[src/design/irq_unit_pkg.sv]
package irq_unit_pkg;

  // ------------------------------------------------------------
  // Register offsets
  // ------------------------------------------------------------
  localparam logic [7:0] OFS_GROUP_FLAGS = 8'h3B;
  localparam logic [7:0] OFS_PIN_FLAGS   = 8'h3C;
  localparam logic [7:0] OFS_PIN_ENABLE  = 8'h3D;
  localparam logic [7:0] OFS_GROUP_CTRL  = 8'h68;
  localparam logic [7:0] OFS_SENSE_CTRL  = 8'h69;
  localparam logic [7:0] OFS_GROUP0_MASK = 8'h6B;
  localparam logic [7:0] OFS_GROUP1_MASK = 8'h6C;
  localparam logic [7:0] OFS_GROUP2_MASK = 8'h6D;

  // ------------------------------------------------------------
  // Sizes, field positions, reset values
  // ------------------------------------------------------------
  localparam int NUM_PINS        = 2;
  localparam int NUM_GROUPS      = 3;
  localparam int NUM_SOURCES     = 5;
  localparam int GROUP_WIDTH     = 8;
  localparam int NUM_CHANGE_PINS = 24;
  localparam int SENSE_FIELD_W   = 2;
  localparam int SENSE_PIN0_LSB  = 0;
  localparam int SENSE_PIN1_LSB  = 2;
  localparam int SENSE_CTRL_W    = 4;
  localparam int SYNC_FILL_CYCLES = 3;

  localparam logic [7:0] RESET_BYTE = 8'h00;
  localparam logic [3:0] SENSE_RESET = 4'h0;
  localparam logic [1:0] ENABLE_RESET = 2'h0;
  localparam logic [2:0] GROUP_CTRL_RESET = 3'h0;

  // Implemented mask bits per group; group 1 has seven pins
  localparam logic [7:0] GROUP0_MASK_USED = 8'hFF;
  localparam logic [7:0] GROUP1_MASK_USED = 8'h7F;
  localparam logic [7:0] GROUP2_MASK_USED = 8'hFF;

  // ------------------------------------------------------------
  // Vector numbering of the request lines
  // ------------------------------------------------------------
  localparam int VEC_PIN0   = 0;
  localparam int VEC_PIN1   = 1;
  localparam int VEC_GROUP0 = 2;
  localparam int VEC_GROUP1 = 3;
  localparam int VEC_GROUP2 = 4;

  typedef enum logic [1:0] {
    SENSE_LOW  = 2'h0,
    SENSE_ANY  = 2'h1,
    SENSE_FALL = 2'h2,
    SENSE_RISE = 2'h3
  } sense_mode_t;

  typedef struct packed {
    logic       wr;
    logic       rd;
    logic [7:0] addr;
    logic [7:0] wdata;
  } reg_req_t;

endpackage

[src/design/pin_sync_edge.sv]
`timescale 1ns/1ps
module pin_sync_edge #(
  parameter int WIDTH = 1
) (
  // Clock and reset
  input  wire logic             core_clk,
  input  wire logic             rst_n,
  // Pins and detected events
  input  wire logic [WIDTH-1:0] pins_in,
  output logic      [WIDTH-1:0] level,
  output logic      [WIDTH-1:0] rise,
  output logic      [WIDTH-1:0] fall,
  output logic      [WIDTH-1:0] change
);

  logic [WIDTH-1:0] stage1_q, stage1_d;
  logic [WIDTH-1:0] stage2_q, stage2_d;
  logic [WIDTH-1:0] prev_q,   prev_d;
  logic [irq_unit_pkg::SYNC_FILL_CYCLES-1:0] fill_q, fill_d;
  logic             primed;

  always_comb begin
    stage1_d = pins_in;
    stage2_d = stage1_q;
    prev_d   = stage2_q;
    fill_d   = {fill_q[irq_unit_pkg::SYNC_FILL_CYCLES-2:0], 1'b1};
  end

  always_ff @(posedge core_clk or negedge rst_n) begin
    if (!rst_n) begin
      stage1_q <= '0;
      stage2_q <= '0;
      prev_q   <= '0;
      fill_q   <= '0;
    end else begin
      stage1_q <= stage1_d;
      stage2_q <= stage2_d;
      prev_q   <= prev_d;
      fill_q   <= fill_d;
    end
  end

  // ------------------------------------------------------------
  // Edges on sampled values, held off until the chain is filled
  // ------------------------------------------------------------
  assign primed = fill_q[irq_unit_pkg::SYNC_FILL_CYCLES-1];
  assign level  = stage2_q;
  assign rise   = primed ? (stage2_q & ~prev_q) : '0;
  assign fall   = primed ? (~stage2_q & prev_q) : '0;
  assign change = primed ? (stage2_q ^ prev_q) : '0;

  AST_PULSE_SEEN: assert property (@(posedge core_clk) disable iff (!rst_n)
    (primed && !pins_in[0]) ##1 (pins_in[0] [*2]) |-> ##[1:3] rise[0])
    else $error("Two-cycle high pulse gave no rising edge");

endmodule

[src/design/irq_flag_cell.sv]
`timescale 1ns/1ps
module irq_flag_cell (
  // Clock and reset
  input  wire logic core_clk,
  input  wire logic rst_n,
  // Control
  input  wire logic set,
  input  wire logic clear,
  input  wire logic hold_clear,
  // State
  output logic      flag
);

  logic flag_q, flag_d;

  always_comb begin
    if (hold_clear) begin
      flag_d = 1'b0;
    end else if (set) begin
      flag_d = 1'b1;
    end else if (clear) begin
      flag_d = 1'b0;
    end else begin
      flag_d = flag_q;
    end
  end

  always_ff @(posedge core_clk or negedge rst_n) begin
    if (!rst_n) begin
      flag_q <= 1'b0;
    end else begin
      flag_q <= flag_d;
    end
  end

  assign flag = flag_q;

  AST_SET_BEATS_CLEAR: assert property (@(posedge core_clk) disable iff (!rst_n)
    (set && clear && !hold_clear) |=> flag)
    else $error("Clear won over a set in the same cycle");

  AST_HOLD_KEEPS_ZERO: assert property (@(posedge core_clk) disable iff (!rst_n)
    hold_clear [*2] |-> !flag)
    else $error("Flag set while held clear");

  AST_FLAG_STICKY: assert property (@(posedge core_clk) disable iff (!rst_n)
    (flag && !clear && !hold_clear) |=> flag)
    else $error("Flag dropped without a clear");

endmodule

[src/design/external_pin_irq_unit.sv]
`timescale 1ns/1ps
module external_pin_irq_unit (
  // Clock and reset
  input  wire logic                    core_clk,
  input  wire logic                    nrst,
  // Register port
  input  wire irq_unit_pkg::reg_req_t  bus_req,
  output logic                  [7:0]  rd_data,
  output logic                         rd_valid,
  // External pins
  input  wire logic             [1:0]  dedicated_irq_pin,
  input  wire logic             [23:0] change_sense_pin,
  // Core side
  input  wire logic                    global_irq_enable,
  input  wire logic             [4:0]  vector_ack,
  output logic                  [4:0]  irq_request,
  output logic                         wake_request
);

  // ------------------------------------------------------------
  // Reset release
  // ------------------------------------------------------------
  logic rst_meta_q;
  logic rst_n;

  always_ff @(posedge core_clk or negedge nrst) begin
    if (!nrst) begin
      rst_meta_q <= 1'b0;
      rst_n      <= 1'b0;
    end else begin
      rst_meta_q <= 1'b1;
      rst_n      <= rst_meta_q;
    end
  end

  // ------------------------------------------------------------
  // Register file
  // ------------------------------------------------------------
  logic [irq_unit_pkg::SENSE_CTRL_W-1:0] sense_q,      sense_d;
  logic [irq_unit_pkg::NUM_PINS-1:0]     enable_q,     enable_d;
  logic [irq_unit_pkg::NUM_GROUPS-1:0]   group_ctrl_q, group_ctrl_d;
  logic [irq_unit_pkg::GROUP_WIDTH-1:0]  mask_q [irq_unit_pkg::NUM_GROUPS];
  logic [irq_unit_pkg::GROUP_WIDTH-1:0]  mask_d [irq_unit_pkg::NUM_GROUPS];
  logic [7:0]                            rd_data_q,    rd_data_d;
  logic                                  rd_valid_q,   rd_valid_d;
  logic [irq_unit_pkg::NUM_SOURCES-1:0]  src_flag;
  logic [irq_unit_pkg::NUM_SOURCES-1:0]  src_set;
  logic [irq_unit_pkg::NUM_SOURCES-1:0]  src_clr;
  logic [irq_unit_pkg::NUM_SOURCES-1:0]  src_hold;
  logic [irq_unit_pkg::GROUP_WIDTH-1:0]  mask_used [irq_unit_pkg::NUM_GROUPS];
  logic                                  wr_pin_flags;
  logic                                  wr_group_flags;

  assign mask_used[0] = irq_unit_pkg::GROUP0_MASK_USED;
  assign mask_used[1] = irq_unit_pkg::GROUP1_MASK_USED;
  assign mask_used[2] = irq_unit_pkg::GROUP2_MASK_USED;

  always_comb begin
    sense_d      = sense_q;
    enable_d     = enable_q;
    group_ctrl_d = group_ctrl_q;
    for (int g = 0; g < irq_unit_pkg::NUM_GROUPS; g++) begin
      mask_d[g] = mask_q[g];
    end
    rd_data_d  = irq_unit_pkg::RESET_BYTE;
    rd_valid_d = bus_req.rd;
    if (bus_req.wr) begin
      case (bus_req.addr)
        irq_unit_pkg::OFS_SENSE_CTRL:  sense_d      = bus_req.wdata[3:0];
        irq_unit_pkg::OFS_PIN_ENABLE:  enable_d     = bus_req.wdata[1:0];
        irq_unit_pkg::OFS_GROUP_CTRL:  group_ctrl_d = bus_req.wdata[2:0];
        irq_unit_pkg::OFS_GROUP0_MASK: mask_d[0]    = bus_req.wdata & mask_used[0];
        irq_unit_pkg::OFS_GROUP1_MASK: mask_d[1]    = bus_req.wdata & mask_used[1];
        irq_unit_pkg::OFS_GROUP2_MASK: mask_d[2]    = bus_req.wdata & mask_used[2];
        default: ;
      endcase
    end
    if (bus_req.rd) begin
      case (bus_req.addr)
        irq_unit_pkg::OFS_SENSE_CTRL:  rd_data_d = {4'h0, sense_q};
        irq_unit_pkg::OFS_PIN_ENABLE:  rd_data_d = {6'h00, enable_q};
        irq_unit_pkg::OFS_GROUP_CTRL:  rd_data_d = {5'h00, group_ctrl_q};
        irq_unit_pkg::OFS_PIN_FLAGS:   rd_data_d = {6'h00, src_flag[1:0]};
        irq_unit_pkg::OFS_GROUP_FLAGS: rd_data_d = {5'h00, src_flag[4:2]};
        irq_unit_pkg::OFS_GROUP0_MASK: rd_data_d = mask_q[0];
        irq_unit_pkg::OFS_GROUP1_MASK: rd_data_d = mask_q[1];
        irq_unit_pkg::OFS_GROUP2_MASK: rd_data_d = mask_q[2];
        default:                       rd_data_d = irq_unit_pkg::RESET_BYTE;
      endcase
    end
  end

  always_ff @(posedge core_clk or negedge rst_n) begin
    if (!rst_n) begin
      sense_q      <= irq_unit_pkg::SENSE_RESET;
      enable_q     <= irq_unit_pkg::ENABLE_RESET;
      group_ctrl_q <= irq_unit_pkg::GROUP_CTRL_RESET;
      for (int g = 0; g < irq_unit_pkg::NUM_GROUPS; g++) begin
        mask_q[g] <= irq_unit_pkg::RESET_BYTE;
      end
      rd_data_q  <= irq_unit_pkg::RESET_BYTE;
      rd_valid_q <= 1'b0;
    end else begin
      sense_q      <= sense_d;
      enable_q     <= enable_d;
      group_ctrl_q <= group_ctrl_d;
      for (int g = 0; g < irq_unit_pkg::NUM_GROUPS; g++) begin
        mask_q[g] <= mask_d[g];
      end
      rd_data_q  <= rd_data_d;
      rd_valid_q <= rd_valid_d;
    end
  end

  assign rd_data  = rd_data_q;
  assign rd_valid = rd_valid_q;

  assign wr_pin_flags   = bus_req.wr && (bus_req.addr == irq_unit_pkg::OFS_PIN_FLAGS);
  assign wr_group_flags = bus_req.wr && (bus_req.addr == irq_unit_pkg::OFS_GROUP_FLAGS);

  // ------------------------------------------------------------
  // Pin sampling
  // ------------------------------------------------------------
  logic [1:0]  pin_level, pin_rise, pin_fall, pin_change;
  logic [23:0] chg_level, chg_change;

  // Pin value is taken as is, whatever the port direction
  pin_sync_edge #(.WIDTH(irq_unit_pkg::NUM_PINS)) u_pin_sync (
    .core_clk (core_clk),
    .rst_n    (rst_n),
    .pins_in  (dedicated_irq_pin),
    .level    (pin_level),
    .rise     (pin_rise),
    .fall     (pin_fall),
    .change   (pin_change)
  );

  pin_sync_edge #(.WIDTH(irq_unit_pkg::NUM_CHANGE_PINS)) u_chg_sync (
    .core_clk (core_clk),
    .rst_n    (rst_n),
    .pins_in  (change_sense_pin),
    .level    (chg_level),
    .rise     (),
    .fall     (),
    .change   (chg_change)
  );

  // ------------------------------------------------------------
  // Dedicated pins
  // ------------------------------------------------------------
  irq_unit_pkg::sense_mode_t pin_mode [irq_unit_pkg::NUM_PINS];
  logic [1:0] pin_low_mode;
  logic [1:0] pin_level_req;

  for (genvar p = 0; p < irq_unit_pkg::NUM_PINS; p++) begin : g_pin
    assign pin_mode[p] = irq_unit_pkg::sense_mode_t'(
      sense_q[p*irq_unit_pkg::SENSE_FIELD_W +: irq_unit_pkg::SENSE_FIELD_W]);
    assign pin_low_mode[p] = (pin_mode[p] == irq_unit_pkg::SENSE_LOW);
    always_comb begin
      unique case (pin_mode[p])
        irq_unit_pkg::SENSE_LOW:  src_set[p] = 1'b0;
        irq_unit_pkg::SENSE_ANY:  src_set[p] = pin_change[p];
        irq_unit_pkg::SENSE_FALL: src_set[p] = pin_fall[p];
        irq_unit_pkg::SENSE_RISE: src_set[p] = pin_rise[p];
      endcase
    end
    assign src_hold[p]      = pin_low_mode[p];
    assign src_clr[p]       = (wr_pin_flags && bus_req.wdata[p])
                              || vector_ack[irq_unit_pkg::VEC_PIN0 + p];
    assign pin_level_req[p] = pin_low_mode[p] && !pin_level[p];
    assign irq_request[irq_unit_pkg::VEC_PIN0 + p] = enable_q[p] && global_irq_enable
      && (pin_low_mode[p] ? pin_level_req[p] : src_flag[p]);
  end

  // ------------------------------------------------------------
  // Pin-change groups
  // ------------------------------------------------------------
  for (genvar g = 0; g < irq_unit_pkg::NUM_GROUPS; g++) begin : g_group
    localparam int V = irq_unit_pkg::VEC_GROUP0 + g;
    assign src_set[V]  = |(chg_change[g*irq_unit_pkg::GROUP_WIDTH +: irq_unit_pkg::GROUP_WIDTH]
                           & mask_q[g]);
    assign src_hold[V] = 1'b0;
    assign src_clr[V]  = (wr_group_flags && bus_req.wdata[g]) || vector_ack[V];
    assign irq_request[V] = group_ctrl_q[g] && global_irq_enable
                            && src_flag[V];
  end

  for (genvar s = 0; s < irq_unit_pkg::NUM_SOURCES; s++) begin : g_flag
    irq_flag_cell u_flag (
      .core_clk   (core_clk),
      .rst_n      (rst_n),
      .set        (src_set[s]),
      .clear      (src_clr[s]),
      .hold_clear (src_hold[s]),
      .flag       (src_flag[s])
    );
  end

  // ------------------------------------------------------------
  // Clockless wake paths, straight from the pins
  // ------------------------------------------------------------
  logic [1:0]  wake_low;
  logic [23:0] wake_chg_en;

  for (genvar g = 0; g < irq_unit_pkg::NUM_GROUPS; g++) begin : g_wake
    assign wake_chg_en[g*irq_unit_pkg::GROUP_WIDTH +: irq_unit_pkg::GROUP_WIDTH] =
      group_ctrl_q[g] ? mask_q[g] : 8'h00;
  end

  assign wake_low     = enable_q & pin_low_mode & ~dedicated_irq_pin;
  assign wake_request = (|wake_low)
                        || (|((change_sense_pin ^ chg_level) & wake_chg_en));

  // ------------------------------------------------------------
  // Checks
  // ------------------------------------------------------------
  AST_RISE_SETS_FLAG: assert property (@(posedge core_clk) disable iff (!rst_n)
    (pin_mode[0] == irq_unit_pkg::SENSE_RISE && pin_rise[0]) |=> src_flag[0])
    else $error("Rising edge did not set pin 0 flag");

  AST_FALL_IGNORES_RISE: assert property (@(posedge core_clk) disable iff (!rst_n)
    (pin_mode[1] == irq_unit_pkg::SENSE_FALL && !src_flag[1] && !pin_fall[1])
    |=> !src_flag[1])
    else $error("Pin 1 flag set without a falling edge");

  AST_LOW_MODE_NO_FLAG: assert property (@(posedge core_clk) disable iff (!rst_n)
    pin_low_mode[0] |=> !src_flag[0])
    else $error("Pin 0 flag set in low-level mode");

  AST_LOW_LEVEL_REQ: assert property (@(posedge core_clk) disable iff (!rst_n)
    pin_low_mode[1] |-> (irq_request[irq_unit_pkg::VEC_PIN1]
      == (enable_q[1] && global_irq_enable && !pin_level[1])))
    else $error("Pin 1 level request wrong");

  AST_GLOBAL_GATE: assert property (@(posedge core_clk) disable iff (!rst_n)
    !global_irq_enable |-> (irq_request == 5'h00))
    else $error("Request raised with global enable clear");

  AST_WRITE_ONE_CLEARS: assert property (@(posedge core_clk) disable iff (!rst_n)
    (wr_pin_flags && bus_req.wdata[0] && !src_set[0]) |=> !src_flag[0])
    else $error("Write of one did not clear pin 0 flag");

  AST_WRITE_ZERO_KEEPS: assert property (@(posedge core_clk) disable iff (!rst_n)
    (wr_pin_flags && !bus_req.wdata[1] && src_flag[1] && !pin_low_mode[1]
     && !vector_ack[irq_unit_pkg::VEC_PIN1]) |=> src_flag[1])
    else $error("Write of zero cleared pin 1 flag");

  AST_GROUP_CHANGE_SETS: assert property (@(posedge core_clk) disable iff (!rst_n)
    (|(chg_change[23:16] & mask_q[2])) |=> src_flag[irq_unit_pkg::VEC_GROUP2])
    else $error("Enabled change did not set group 2 flag");

  AST_GROUP_REQ: assert property (@(posedge core_clk) disable iff (!rst_n)
    (src_flag[irq_unit_pkg::VEC_GROUP0] && group_ctrl_q[0] && global_irq_enable)
    |-> irq_request[irq_unit_pkg::VEC_GROUP0])
    else $error("Group 0 request missing");

  AST_ENABLE_READBACK: assert property (@(posedge core_clk) disable iff (!rst_n)
    (bus_req.rd && bus_req.addr == irq_unit_pkg::OFS_PIN_ENABLE)
    |=> (rd_valid && rd_data == {6'h00, $past(enable_q)}))
    else $error("Enable register read back wrong");

  AST_ACK_CLEARS: assert property (@(posedge core_clk) disable iff (!rst_n)
    (vector_ack[irq_unit_pkg::VEC_PIN0] && !src_set[0]) |=> !src_flag[0])
    else $error("Vector entry did not clear pin 0 flag");

  AST_MASKED_NO_SET: assert property (@(posedge core_clk) disable iff (!rst_n)
    (!src_flag[irq_unit_pkg::VEC_GROUP1] && !(|(chg_change[15:8] & mask_q[1])))
    |=> !src_flag[irq_unit_pkg::VEC_GROUP1])
    else $error("Group 1 flag set without an enabled change");

  AST_GROUP_GATE: assert property (@(posedge core_clk) disable iff (!rst_n)
    !group_ctrl_q[2] |-> !irq_request[irq_unit_pkg::VEC_GROUP2])
    else $error("Group 2 request raised while disabled");

  AST_PIN_ENABLE_GATE: assert property (@(posedge core_clk) disable iff (!rst_n)
    !enable_q[0] |-> !irq_request[irq_unit_pkg::VEC_PIN0])
    else $error("Pin 0 request raised while disabled");

endmodule

[config.mk]
export PLATFORM = sky130hd
export DESIGN_NAME = external_pin_irq_unit
export DESIGN_NICKNAME = d
export VERILOG_FILES = /design/src/design/irq_unit_pkg.sv /design/src/design/pin_sync_edge.sv /design/src/design/irq_flag_cell.sv /design/src/design/external_pin_irq_unit.sv
export SDC_FILE = /design/constraint.sdc
export NUM_CORES = 1
export LEC_CHECK = 0
export BUFFER_PORTS_ARGS = -buffer_cell sky130_fd_sc_hd__buf_2
export CAP_MARGIN = 5
export CORE_AREA = 4 4 97 99
export CTS_BUF_LIST = sky130_fd_sc_hd__clkbuf_8
export CTS_CLUSTER_SIZE = 16
export DETAILED_ROUTE_END_ITERATION = 6
export DIE_AREA = 0 0 101 103
export PLACE_DENSITY = 0.89
export SLEW_MARGIN = 30
export SYNTH_ARGS = -nofsm -noshare
export SYNTH_HDL_FRONTEND = slang
export SYNTH_SLANG_ARGS = --single-unit
export TNS_END_PERCENT = 1
[constraint.sdc]
create_clock -name core_clk -period 4.3 [get_ports core_clk]
set_input_delay 0.43 -clock core_clk [delete_from_list [all_inputs] [get_ports core_clk]]
set_output_delay 0.43 -clock core_clk [all_outputs]
set_load 0.05 [all_outputs]
Yosys cells after proc, flatten, opt, wreduce, memory -nomap -nowiden

Index checks and enable logic that the tools add are counted.

Output and inout port bits: 15
Flip-flop bits (word level): 132

Multiplexer cells: 25
Eq/ne operators: 14
Reduce and logical (&&, ||, !) cells: 45
Bitwise logic cells: 14

Operators with widths:

| cell                                                | count |
|---|---|
| one-hot mux 8 bit (8 select lines)                  | 1 |
| bitwise XOR 24 bit                                  | 2 |
| equality test 8 x 7 -> 1 bit, second input constant | 5 |
| AND 24 bit                                          | 1 |
| equality test 8 x 6 -> 1 bit, second input constant | 3 |
| 2-to-1 mux 24 bit                                   | 1 |
| 2-to-1 mux 8 bit                                    | 3 |
| OR reduction 24 bit                                 | 1 |
| OR reduction 8 bit                                  | 3 |
| logical AND 1 bit                                   | 19 |
| AND 8 bit                                           | 2 |
| 2-to-1 mux 1 bit                                    | 14 |
| AND reduction 2 bit                                 | 6 |
| AND 2 bit                                           | 4 |
| AND 8 x 7 -> 8 bit                                  | 1 |
| equality test 2 bit, second input constant          | 4 |
| one-hot mux 1 bit (4 select lines)                  | 2 |
| 2-to-1 mux 7 bit                                    | 1 |
| logical OR 1 bit                                    | 6 |
| 2-to-1 mux 2 bit                                    | 3 |
| NOT 2 bit                                           | 3 |
| nonzero test 2 bit                                  | 3 |
| nonzero test 3 bit                                  | 2 |
| equality test 2 x 1 -> 1 bit, second input constant | 2 |
| other kinds (4)                                     | 6 |

Longest topological paths before layout

Gate-level depths: netlist of the first run.

Depth after elaboration: 7
Depth in mapped cells: 6
Depth with buffers taken out: 6

Cells and area by module

Synthesis of the first run repeated with hierarchy kept, for this count alone.

Cells, all modules: 527
Area, all modules: 6323.6 um^2

Modules (own cells, without submodules):

| module                      | times used | area each (um^2) | sequential area each (um^2) | cells an instance |
|---|---|---|---|---|
| pin_sync_edge at u_chg_sync | 1          | 3174.3           | 1876.8                      | 251 |
| external_pin_irq_unit       | 1          | 2588.7           | 1076.0                      | 232 |
| pin_sync_edge at u_pin_sync | 1          | 341.6            | 225.2                       | 24 |
| irq_flag_cell               | 5          | 43.8             | 25.0                        | 4 |

Least setup slack after synthesis of the first run

Ideal clock, no wire load.

Kind: reg-to-output
Start point: register sense_q[1] (netlist name)
End point: output irq_request[0]
Stages on the path, launching flop included: 4
Buffers on the path: 0
Path slack: 2.073 ns
Arrival time: 1.797 ns
Path through: dfrtp_1 nor2_1 nor2_1 a211oi_1

Word-level cells in the longest chain between the ends: 4

Ends and longest elaborated chain:

| element                | RTL line                     | RTL |
|---|---|---|
| from (decl)            | external_pin_irq_unit.sv:39  | `logic [irq_unit_pkg::SENSE_CTRL_W-1:0] sense_q, sense_d;` |
| from (signal assigned) | external_pin_irq_unit.sv:95  | `sense_q <= irq_unit_pkg::SENSE_RESET;` |
| from (signal assigned) | external_pin_irq_unit.sv:104 | `sense_q <= sense_d;` |
| zero test 2 bit (*)    | external_pin_irq_unit.sv:158 | `assign pin_low_mode[p] = (pin_mode[p] == irq_unit_pkg::SENSE_LOW);` |
| logical AND 1 bit      | external_pin_irq_unit.sv:170 | `assign pin_level_req[p] = pin_low_mode[p] && !pin_level[p];` |
| 2-to-1 mux 1 bit (*)   | external_pin_irq_unit.sv:172 | `&& (pin_low_mode[p] ? pin_level_req[p] : src_flag[p]);` |
| logical AND 1 bit (*)  | external_pin_irq_unit.sv:172 |  |
| to (decl)              | external_pin_irq_unit.sv:16  | `output logic [4:0] irq_request,` |

Every way passes the cells marked *; elsewhere a longest branch is shown, timed or not.

Worst setup path after layout of the first run

Start point: register u_chg_sync.stage2_q[23] (netlist: u_chg_sync.level[23])
End point: output wake_request

Word-level cells in the longest chain between the ends: 4

Ends and longest elaborated chain:

| element                | RTL line                     | RTL |
|---|---|---|
| from (decl)            | pin_sync_edge.sv:17          | `logic [WIDTH-1:0] stage2_q, stage2_d;` |
| from (signal assigned) | pin_sync_edge.sv:37          | `stage2_q <= stage2_d;` |
| bitwise XOR 24 bit     | external_pin_irq_unit.sv:212 | `\|\| (\|((change_sense_pin ^ chg_level) & wake_chg_en));` |
| AND 24 bit             | external_pin_irq_unit.sv:212 |  |
| OR reduction 24 bit    | external_pin_irq_unit.sv:212 |  |
| logical OR 1 bit       | external_pin_irq_unit.sv:212 |  |
| to (decl)              | external_pin_irq_unit.sv:17  | `output logic wake_request` |

No other way between the ends.

==> results of run 1 <==
==> power by group <==
part	internal [µW]	total, µW	switching, µW
clock network	641	1140	496
logic	73.8	169	95.1
registers	1240	1300	54.4
total	1960	2600	645
==> area by class of cell <==
cell class                      count  share of cell area (%)
Sequential cell                   126                   53.88
Inverter                           10                  0.6406
Timing Repair Buffer               68                   5.979
Clock inverter                     15                   3.523
Multi-Input combinational cell    206                   29.68
Clock buffer                       17                   3.993
Tap cell                          108                   2.306
==> metrics by stage <==
| step | power, µW | utilization, % | worst slack (ns) |
|---|---|---|---|
| floorplan | 1407 | - | 0.5297 |
| global placement | 1474 | 63.26 | 2.112 |
| detailed placement | 1486 | 63.26 | 2.095 |
| CTS | 2615 | 68.53 | 1.719 |
| global route | 2691 | 68.53 | 1.629 |
| finish | 2604 | 68.53 | 1.730 |
==> worst paths after layout <==
path                                            from  cells past startpoint                endpoint  slack [ns]
worst min register to register                 rst_n                      0     u_chg_sync.level[4]        0.28
max in group asynchronous                      rst_n                      1              rd_data[2]        3.08
worst min-delay path            dedicated_irq_pin[0]                      1  u_pin_sync.stage1_q[0]        0.12
worst max-delay path            u_chg_sync.level[23]                      5            wake_request        1.73
worst max register to register  u_chg_sync.level[12]                      4   g_flag[3].u_flag.flag        2.86
min in group asynchronous                      rst_n                      0     u_chg_sync.level[4]        0.28
==> cell families after synthesis <==
logic type | after synthesis
flops | 126
simple gates | 62
compound gates | 53
xor+xnor | 46
mux | 39
buf+inv | 19
fa+ha+maj | 4
other cells | 1
==> layer usage <==
layer | GRT usage [%] | vias to the layer above | routed length, µm
li1 | - | 1427 | -
met1 | 28.61 | 1613 | 4358
met2 | 38.94 | 175 | 5448
met3 | 5.751 | 34 | 879
met4 | 8.589 | 0 | 284
met5 | 0 | - | 0
==> cells in the mapped netlist (5+ instances only) <==
library cell and count:
o21ai_0 6, dfrtp_1 126, nand4_1 6, a222oi_1 6, and3_1 6, nor2_1 7
nand3_1 6, buf_4 6, inv_1 10, mux2_2 37, nand2_1 12, a22oi_1 19
xor2_1 46, nand3b_1 5
==> sequential cells by signal, indices dropped and copies added, names as in the netlist <==
name,flops
enable_q,2
rst_meta_q,1
u_chg_sync.fill_q,3
u_pin_sync.prev_q,2
rd_data,8
u_chg_sync.stage1_q,23
mask_q,23
u_pin_sync.stage1_q,2
g_flag.u_flag.flag,5
u_chg_sync.prev_q,23
u_pin_sync.level,2
rst_n,1
u_chg_sync.level,23
group_ctrl_q,3
rd_valid,1
sense_q,4
==> worst reg2reg max path, cell delays in order, from the launching register on <==
cell      delay, ns
dfrtp_1        0.41
xor2_1         0.16
a222oi_1       0.35
nand3_1        0.17
a32o_1         0.23
==> cell usage in the layout (no fill, tap or decap), types with 6 or more instances in the layout <==
cell type / n
mux2_2: 37
o21ai_0: 6
nand2_1: 12
nand3_1: 6
nor2_1: 7
and3_1: 6
clkbuf_8: 17
inv_6: 6
nand4_1: 6
buf_2: 65
a22oi_1: 19
xor2_1: 46
a222oi_1: 6
inv_1: 10
dfrtp_1: 125
==> metrics.txt, run 1 <==
outcome=complete, no violations; Slew @ Worst Pin=between 0.6 and 0.7 ns; CP endpoint kind=output port; Post-Layout Cell Count=550; Worst-Skew Late Latency=approximately 0.43 ns; Max-Cap Viols=0; first-pass GRT wire length=~18000 µm; Yosys top cell by area=dfrtp_1; vias in the first global route=around 3500; Fillers=just under 600; Die Wd=101 µm; Post-CTS Setup Inserts=0; Compound-Gate Fraction of Synth Area=under 10%; register area share after synthesis=63.24%; initial antenna violation count=0; RSZ-0062 raised after global routing=no; simple logic cell fraction of the synthesized area=roughly 8.5%; detailed-route wire length per cell=approximately 20 µm; nets=485; total CTS buffers=17; via count=roughly 3200; Max stage delay on crit path=0.42 ns; Unique masters post-synth=40; CP top delay family=compound AO/OA/AOI/OAI gates; Post-Synthesis Cells=350; Synth Flop Type=dfrtp_1; Design Area, Final=5859 µm²; Final setup violation count=0; Clock Skews=about 0.012 ns; Sequential cell area=roughly 3200 µm²; data arrival time of the worst path=between 2 and 2.5 ns; Setup TNS=0 ns; Placed Area=5409 µm²; post-CTS sizing=0; row count=34; synthesized-area fraction occupied by adder cells=around 1%; slowest CP cell=dfrtp_1; # IOs=67; static leakage=about 0.0028 µW; # placed instances=517; Async SR Flop Fraction=100.0%; xor and xnor area share after synthesis=8.080%; post-synth top area share=a little over three fifths; Synthesis Warnings=0; Area Overhead vs Synth=17.52%; largest net degree at the start of global routing=49; Seq cells post-synth=roughly 130; CP startpoint kind=flop; largest family of logic cells by synthesized area=multiplexers; Total GRT Usage=22.91%; Starting Density=a little under 60%; Slew HR=between 50 and 60%; CTS sink cnt=around 130; multi-input logic area=approximately 1700 µm²; Peak VDD IR=~270 µV; Final min period=between 2 and 3 ns; syn_area_per_cell=~14 µm²; pwr dens=around 440 nW/µm²; Final Hold Vio Count=0; initial DRC count=~290; clk buf depth=2; CTS tree=built; ANT nets after route=0; CP cell instances=xor2_1 -> a222oi_1 -> a31oi_1 -> a2111o_1 -> buf_2; layout cells sized above 1=about a third; core region area=8551 µm²; dominant cells by area after synthesis=dfrtp_1 63%, mux2_2 8.4%, xor2_1 8.1%; Total Die Area=10400 µm²; Hold Buf Count CTS=1; post-synthesis mux area share=9.009%; class of the worst hold path=primary input to flop; WP buf/inv=1; ANT cells=0; Worst-path clk slew=~0.08 ns; gr ovfl total=0; Critical Path RT=3.87 ns; Final Max Slew Viols=0; Post-Route WL=around 11000 µm; Root Driver=clkbuf_8; port bufs=65; synthesized cell area=roughly 5000 µm²; GP Congestion=between 0.9 and 1; H-Tree Depth=4; Initial DRT Pass Iterations=6; DRC=0; WHS=between 0.1 and 0.15 ns; Post-DP HPWL=7581 µm; Die Y=~100 µm; Fmax=389.2 MHz; Tcrit/Tclk final=between 50 and 60%; Post-synth EDFFs=0; crit path max fanout=3; Via-to-Cell Ratio=between 5 and 6; Crit Path Class=flop to output port
(Power assumes the default switching activity.)
==> inputs of run 2 (changes only) <==
--- a/config.mk
+++ b/config.mk
@@ -7,12 +7,12 @@
 export LEC_CHECK = 0
 export BUFFER_PORTS_ARGS = -buffer_cell sky130_fd_sc_hd__buf_2
 export CAP_MARGIN = 5
-export CORE_AREA = 4 4 97 99
+export CORE_AREA = 4 4 102 104
 export CTS_BUF_LIST = sky130_fd_sc_hd__clkbuf_8
 export CTS_CLUSTER_SIZE = 16
 export DETAILED_ROUTE_END_ITERATION = 6
-export DIE_AREA = 0 0 101 103
-export PLACE_DENSITY = 0.89
+export DIE_AREA = 0 0 106 108
+export PLACE_DENSITY = 0.85
 export SLEW_MARGIN = 30
 export SYNTH_ARGS = -nofsm -noshare
 export SYNTH_HDL_FRONTEND = slang
==> constraint.sdc (replaced) <==
create_clock -name core_clk -period 2.1 [get_ports core_clk]
set_input_delay 0.21 -clock core_clk [delete_from_list [all_inputs] [get_ports core_clk]]
set_output_delay 0.21 -clock core_clk [all_outputs]
set_load 0.05 [all_outputs]
==> run 2 against run 1 <==
  * The flow now finishes with violations (setup timing)
  * Largest power group unchanged
  * Register-to-register slack got worse by 2.2 ns
  * First-iteration DRC count fell by 45%
  * Clock power rose by 92%
  * Sequential share of layout area down 2.9 points
  * Final cell count is 10% higher
  * Critical path depth unchanged
  * Global-route usage decreased by 2.3 points
  * Critical path type unchanged
  * Utilization shrank 3.7 points
  * Critical endpoint unchanged
  * Sequential power grew 100%
  * Final area rose by 5.6%
  * Highest routed layer is now met5
==> metrics.txt, run 2 (synthesis results as in run 1) <==
detailed-route wire length per cell=17.79 µm (-11%); data arrival time of the worst path=2.11 ns (-0.03 ns); total CTS buffers=17 (unchanged); Post-Route WL=10770 µm (-1.9%); initial DRC count=159 (-45%); crit path from=u_chg_sync.level[23]; Fmax=about 430 MHz; slowest CP cell=dfrtp_1; DRC=0 (unchanged); Post-Layout Cell Count=605 (+10%); nets=514 (+6.0%); Final setup violation count=1 (+1); Final Max Slew Viols=0 (unchanged); RSZ-0062 raised after global routing=yes; Total Die Area=11450 µm² (+10%); CTS tree=built; via count=3242 (-0.22%); Critical Path RT=1.89 ns (-1.98 ns); Area Overhead vs Synth=24.09%; Util after Layout=64.79% (-3.7 points); pwr dens=846.1 nW/µm² (+90%); failing checks=setup timing; most common cell after layout, fill and taps aside=dfrtp_1; row count=36 (+5.9%); Worst-Skew Late Latency=0.44 ns (about the same); Post-DP HPWL=7729 µm (+2.0%); Via-to-Cell Ratio=5.359 (-9.3%); # IOs=67 (unchanged); largest net degree at the start of global routing=57 (+16%); FF-to-FF Start=u_chg_sync.level[12]; layout cells sized above 1=31.63% (-1.4 points); Die Wd=106 µm (+5.0%); H-Tree Depth=4 (unchanged); Setup TNS=-0.2201 ns (-0.2201 ns); Crit Path Class=flop to output port; Starting Density=52.21% (-6.1 points); Final min period=about 2.3 ns; clk buf depth=2 (unchanged); r2r worst-path depth=4 (unchanged); Peak VDD IR=597.7 µV (+120%); CP cell instances=xor2_1 -> a222oi_1 -> a31oi_1 -> a2111o_1 -> buf_6; core region area=9549 µm² (+12%); CTS sink cnt=126 (unchanged); Clock Skews=0.01054 ns (-0.001472 ns); Initial DRT Pass Iterations=4 (-2); first-pass GRT wire length=17680 µm (-0.81%); CP startpoint kind=flop; ANT nets after route=0 (unchanged); fin worst setup slack=-0.2201 ns (-1.950 ns); class of the worst hold path=primary input to flop; # placed instances=545 (+5.4%); Die Y=108 µm (+4.9%); Max stage delay on crit path=0.42 ns (about the same); Total GRT Usage=20.62% (-2.3 points); outcome=complete, but fails checks; Tcrit/Tclk final=110.5%; Worst-path clk slew=0.08 ns (about the same); vias in the first global route=3507 (+1.2%); hold path start=bus_req[7]; gr ovfl total=0 (unchanged); initial antenna violation count=2 (+2); flop-to-flop setup slack=0.65 ns (-2.21 ns); crit path max fanout=3 (unchanged); most frequent cells in the layout=125 x dfrtp_1, 64 x buf_2, 46 x xor2_1, 37 x mux2_2, 27 x dlygate4sd3_1; Final Hold Vio Count=0 (unchanged); port bufs=65 (unchanged); GP Congestion=0.8887 (-2.2%); crit path to=wake_request; Root Driver=clkbuf_8; r2r endpoint=g_flag[3].u_flag.flag; CP endpoint kind=output port; static leakage=0.002887 µW (+4.2%); Max-Cap Viols=0 (unchanged)
[run 2: cell types whose count changed in the layout (fill, tap and decap cells not counted), sizes merged]
cell,delta
bufinv,-1
clkinvlp,+2
diode,+1
clkinv,+1
buf,+3
dlygate4sd3,+26
inv,-2
[run 2: critical path: cells and delay by family, from the launching register on]
kind | cells | cell delay, ns
buf+inv | 1 | 0.17
compound gates | 3 | 0.91
flops | 1 | 0.42
xor+xnor | 1 | 0.17
[run 2: what timing repair did]
| item | in CTS | in global routing |
|---|---|---|
| cloned | 0 | 0 |
| setup buffers | 0 | 0 |
| endpoints found under the hold margin | 28 | 0 |
| pin swaps | 1 | 1 |
| hold buffers | 27 | 0 |
| setup endpoints to repair | 1 | 1 |
| resized for setup | 2 | 0 |
[run 2: layout make-up]
class / count / area, µm²
repair buffers: 97 / 664.4
flip-flops and latches: 126 / 3157
diodes: 1 / 2.502
fillers: 753 / 3362
inverters: 10 / 37.54
clock inverters: 15 / 186.4
multi-input cells: 206 / 1739
well taps: 133 / 166.4
clock buffers: 17 / 234.0
[run 2: stage by stage]
step / hold slack, ns / cell area [µm²] / setup slack [ns] / power (µW)
floorplan: -0.08559 / 4991 / 0.0005428 / 2881
global placement: -0.004171 / 5488 / 0.2360 / 3027
detailed placement: -0.003545 / 5488 / 0.2494 / 3053
CTS: 0.01931 / 6185 / -0.2353 / 5283
global route: 0.02074 / 6187 / -0.3205 / 5454
finish: 0.04499 / 6187 / -0.2201 / 5235
[run 2: how the worst min path moves through the flow]
stage / end / slack [ns] / depth (start not counted)
floorplan: rst_meta_q / -0.09 / 0
global placement: rst_meta_q / -0.004 / 1
detailed placement: rst_meta_q / -0.004 / 1
CTS: mask_q[5] / 0.02 / 2
global route: mask_q[7] / 0.02 / 2
finish: mask_q[23] / 0.04 / 2
[run 2: routing by layer]
layer	track usage, %	routed length (µm)	vias to the layer above
met3	6.627	671	21
met2	33.65	5413	120
met4	9.806	238	2
li1	-	-	1487
met1	25.09	4428	1612
met5	0	13	-
[run 2: report_power, final]
group | switching [µW] | internal [µW]
combinational | 196 | 191
clock | 1000 | 1190
sequential | 112 | 2550
total | 1310 | 3930
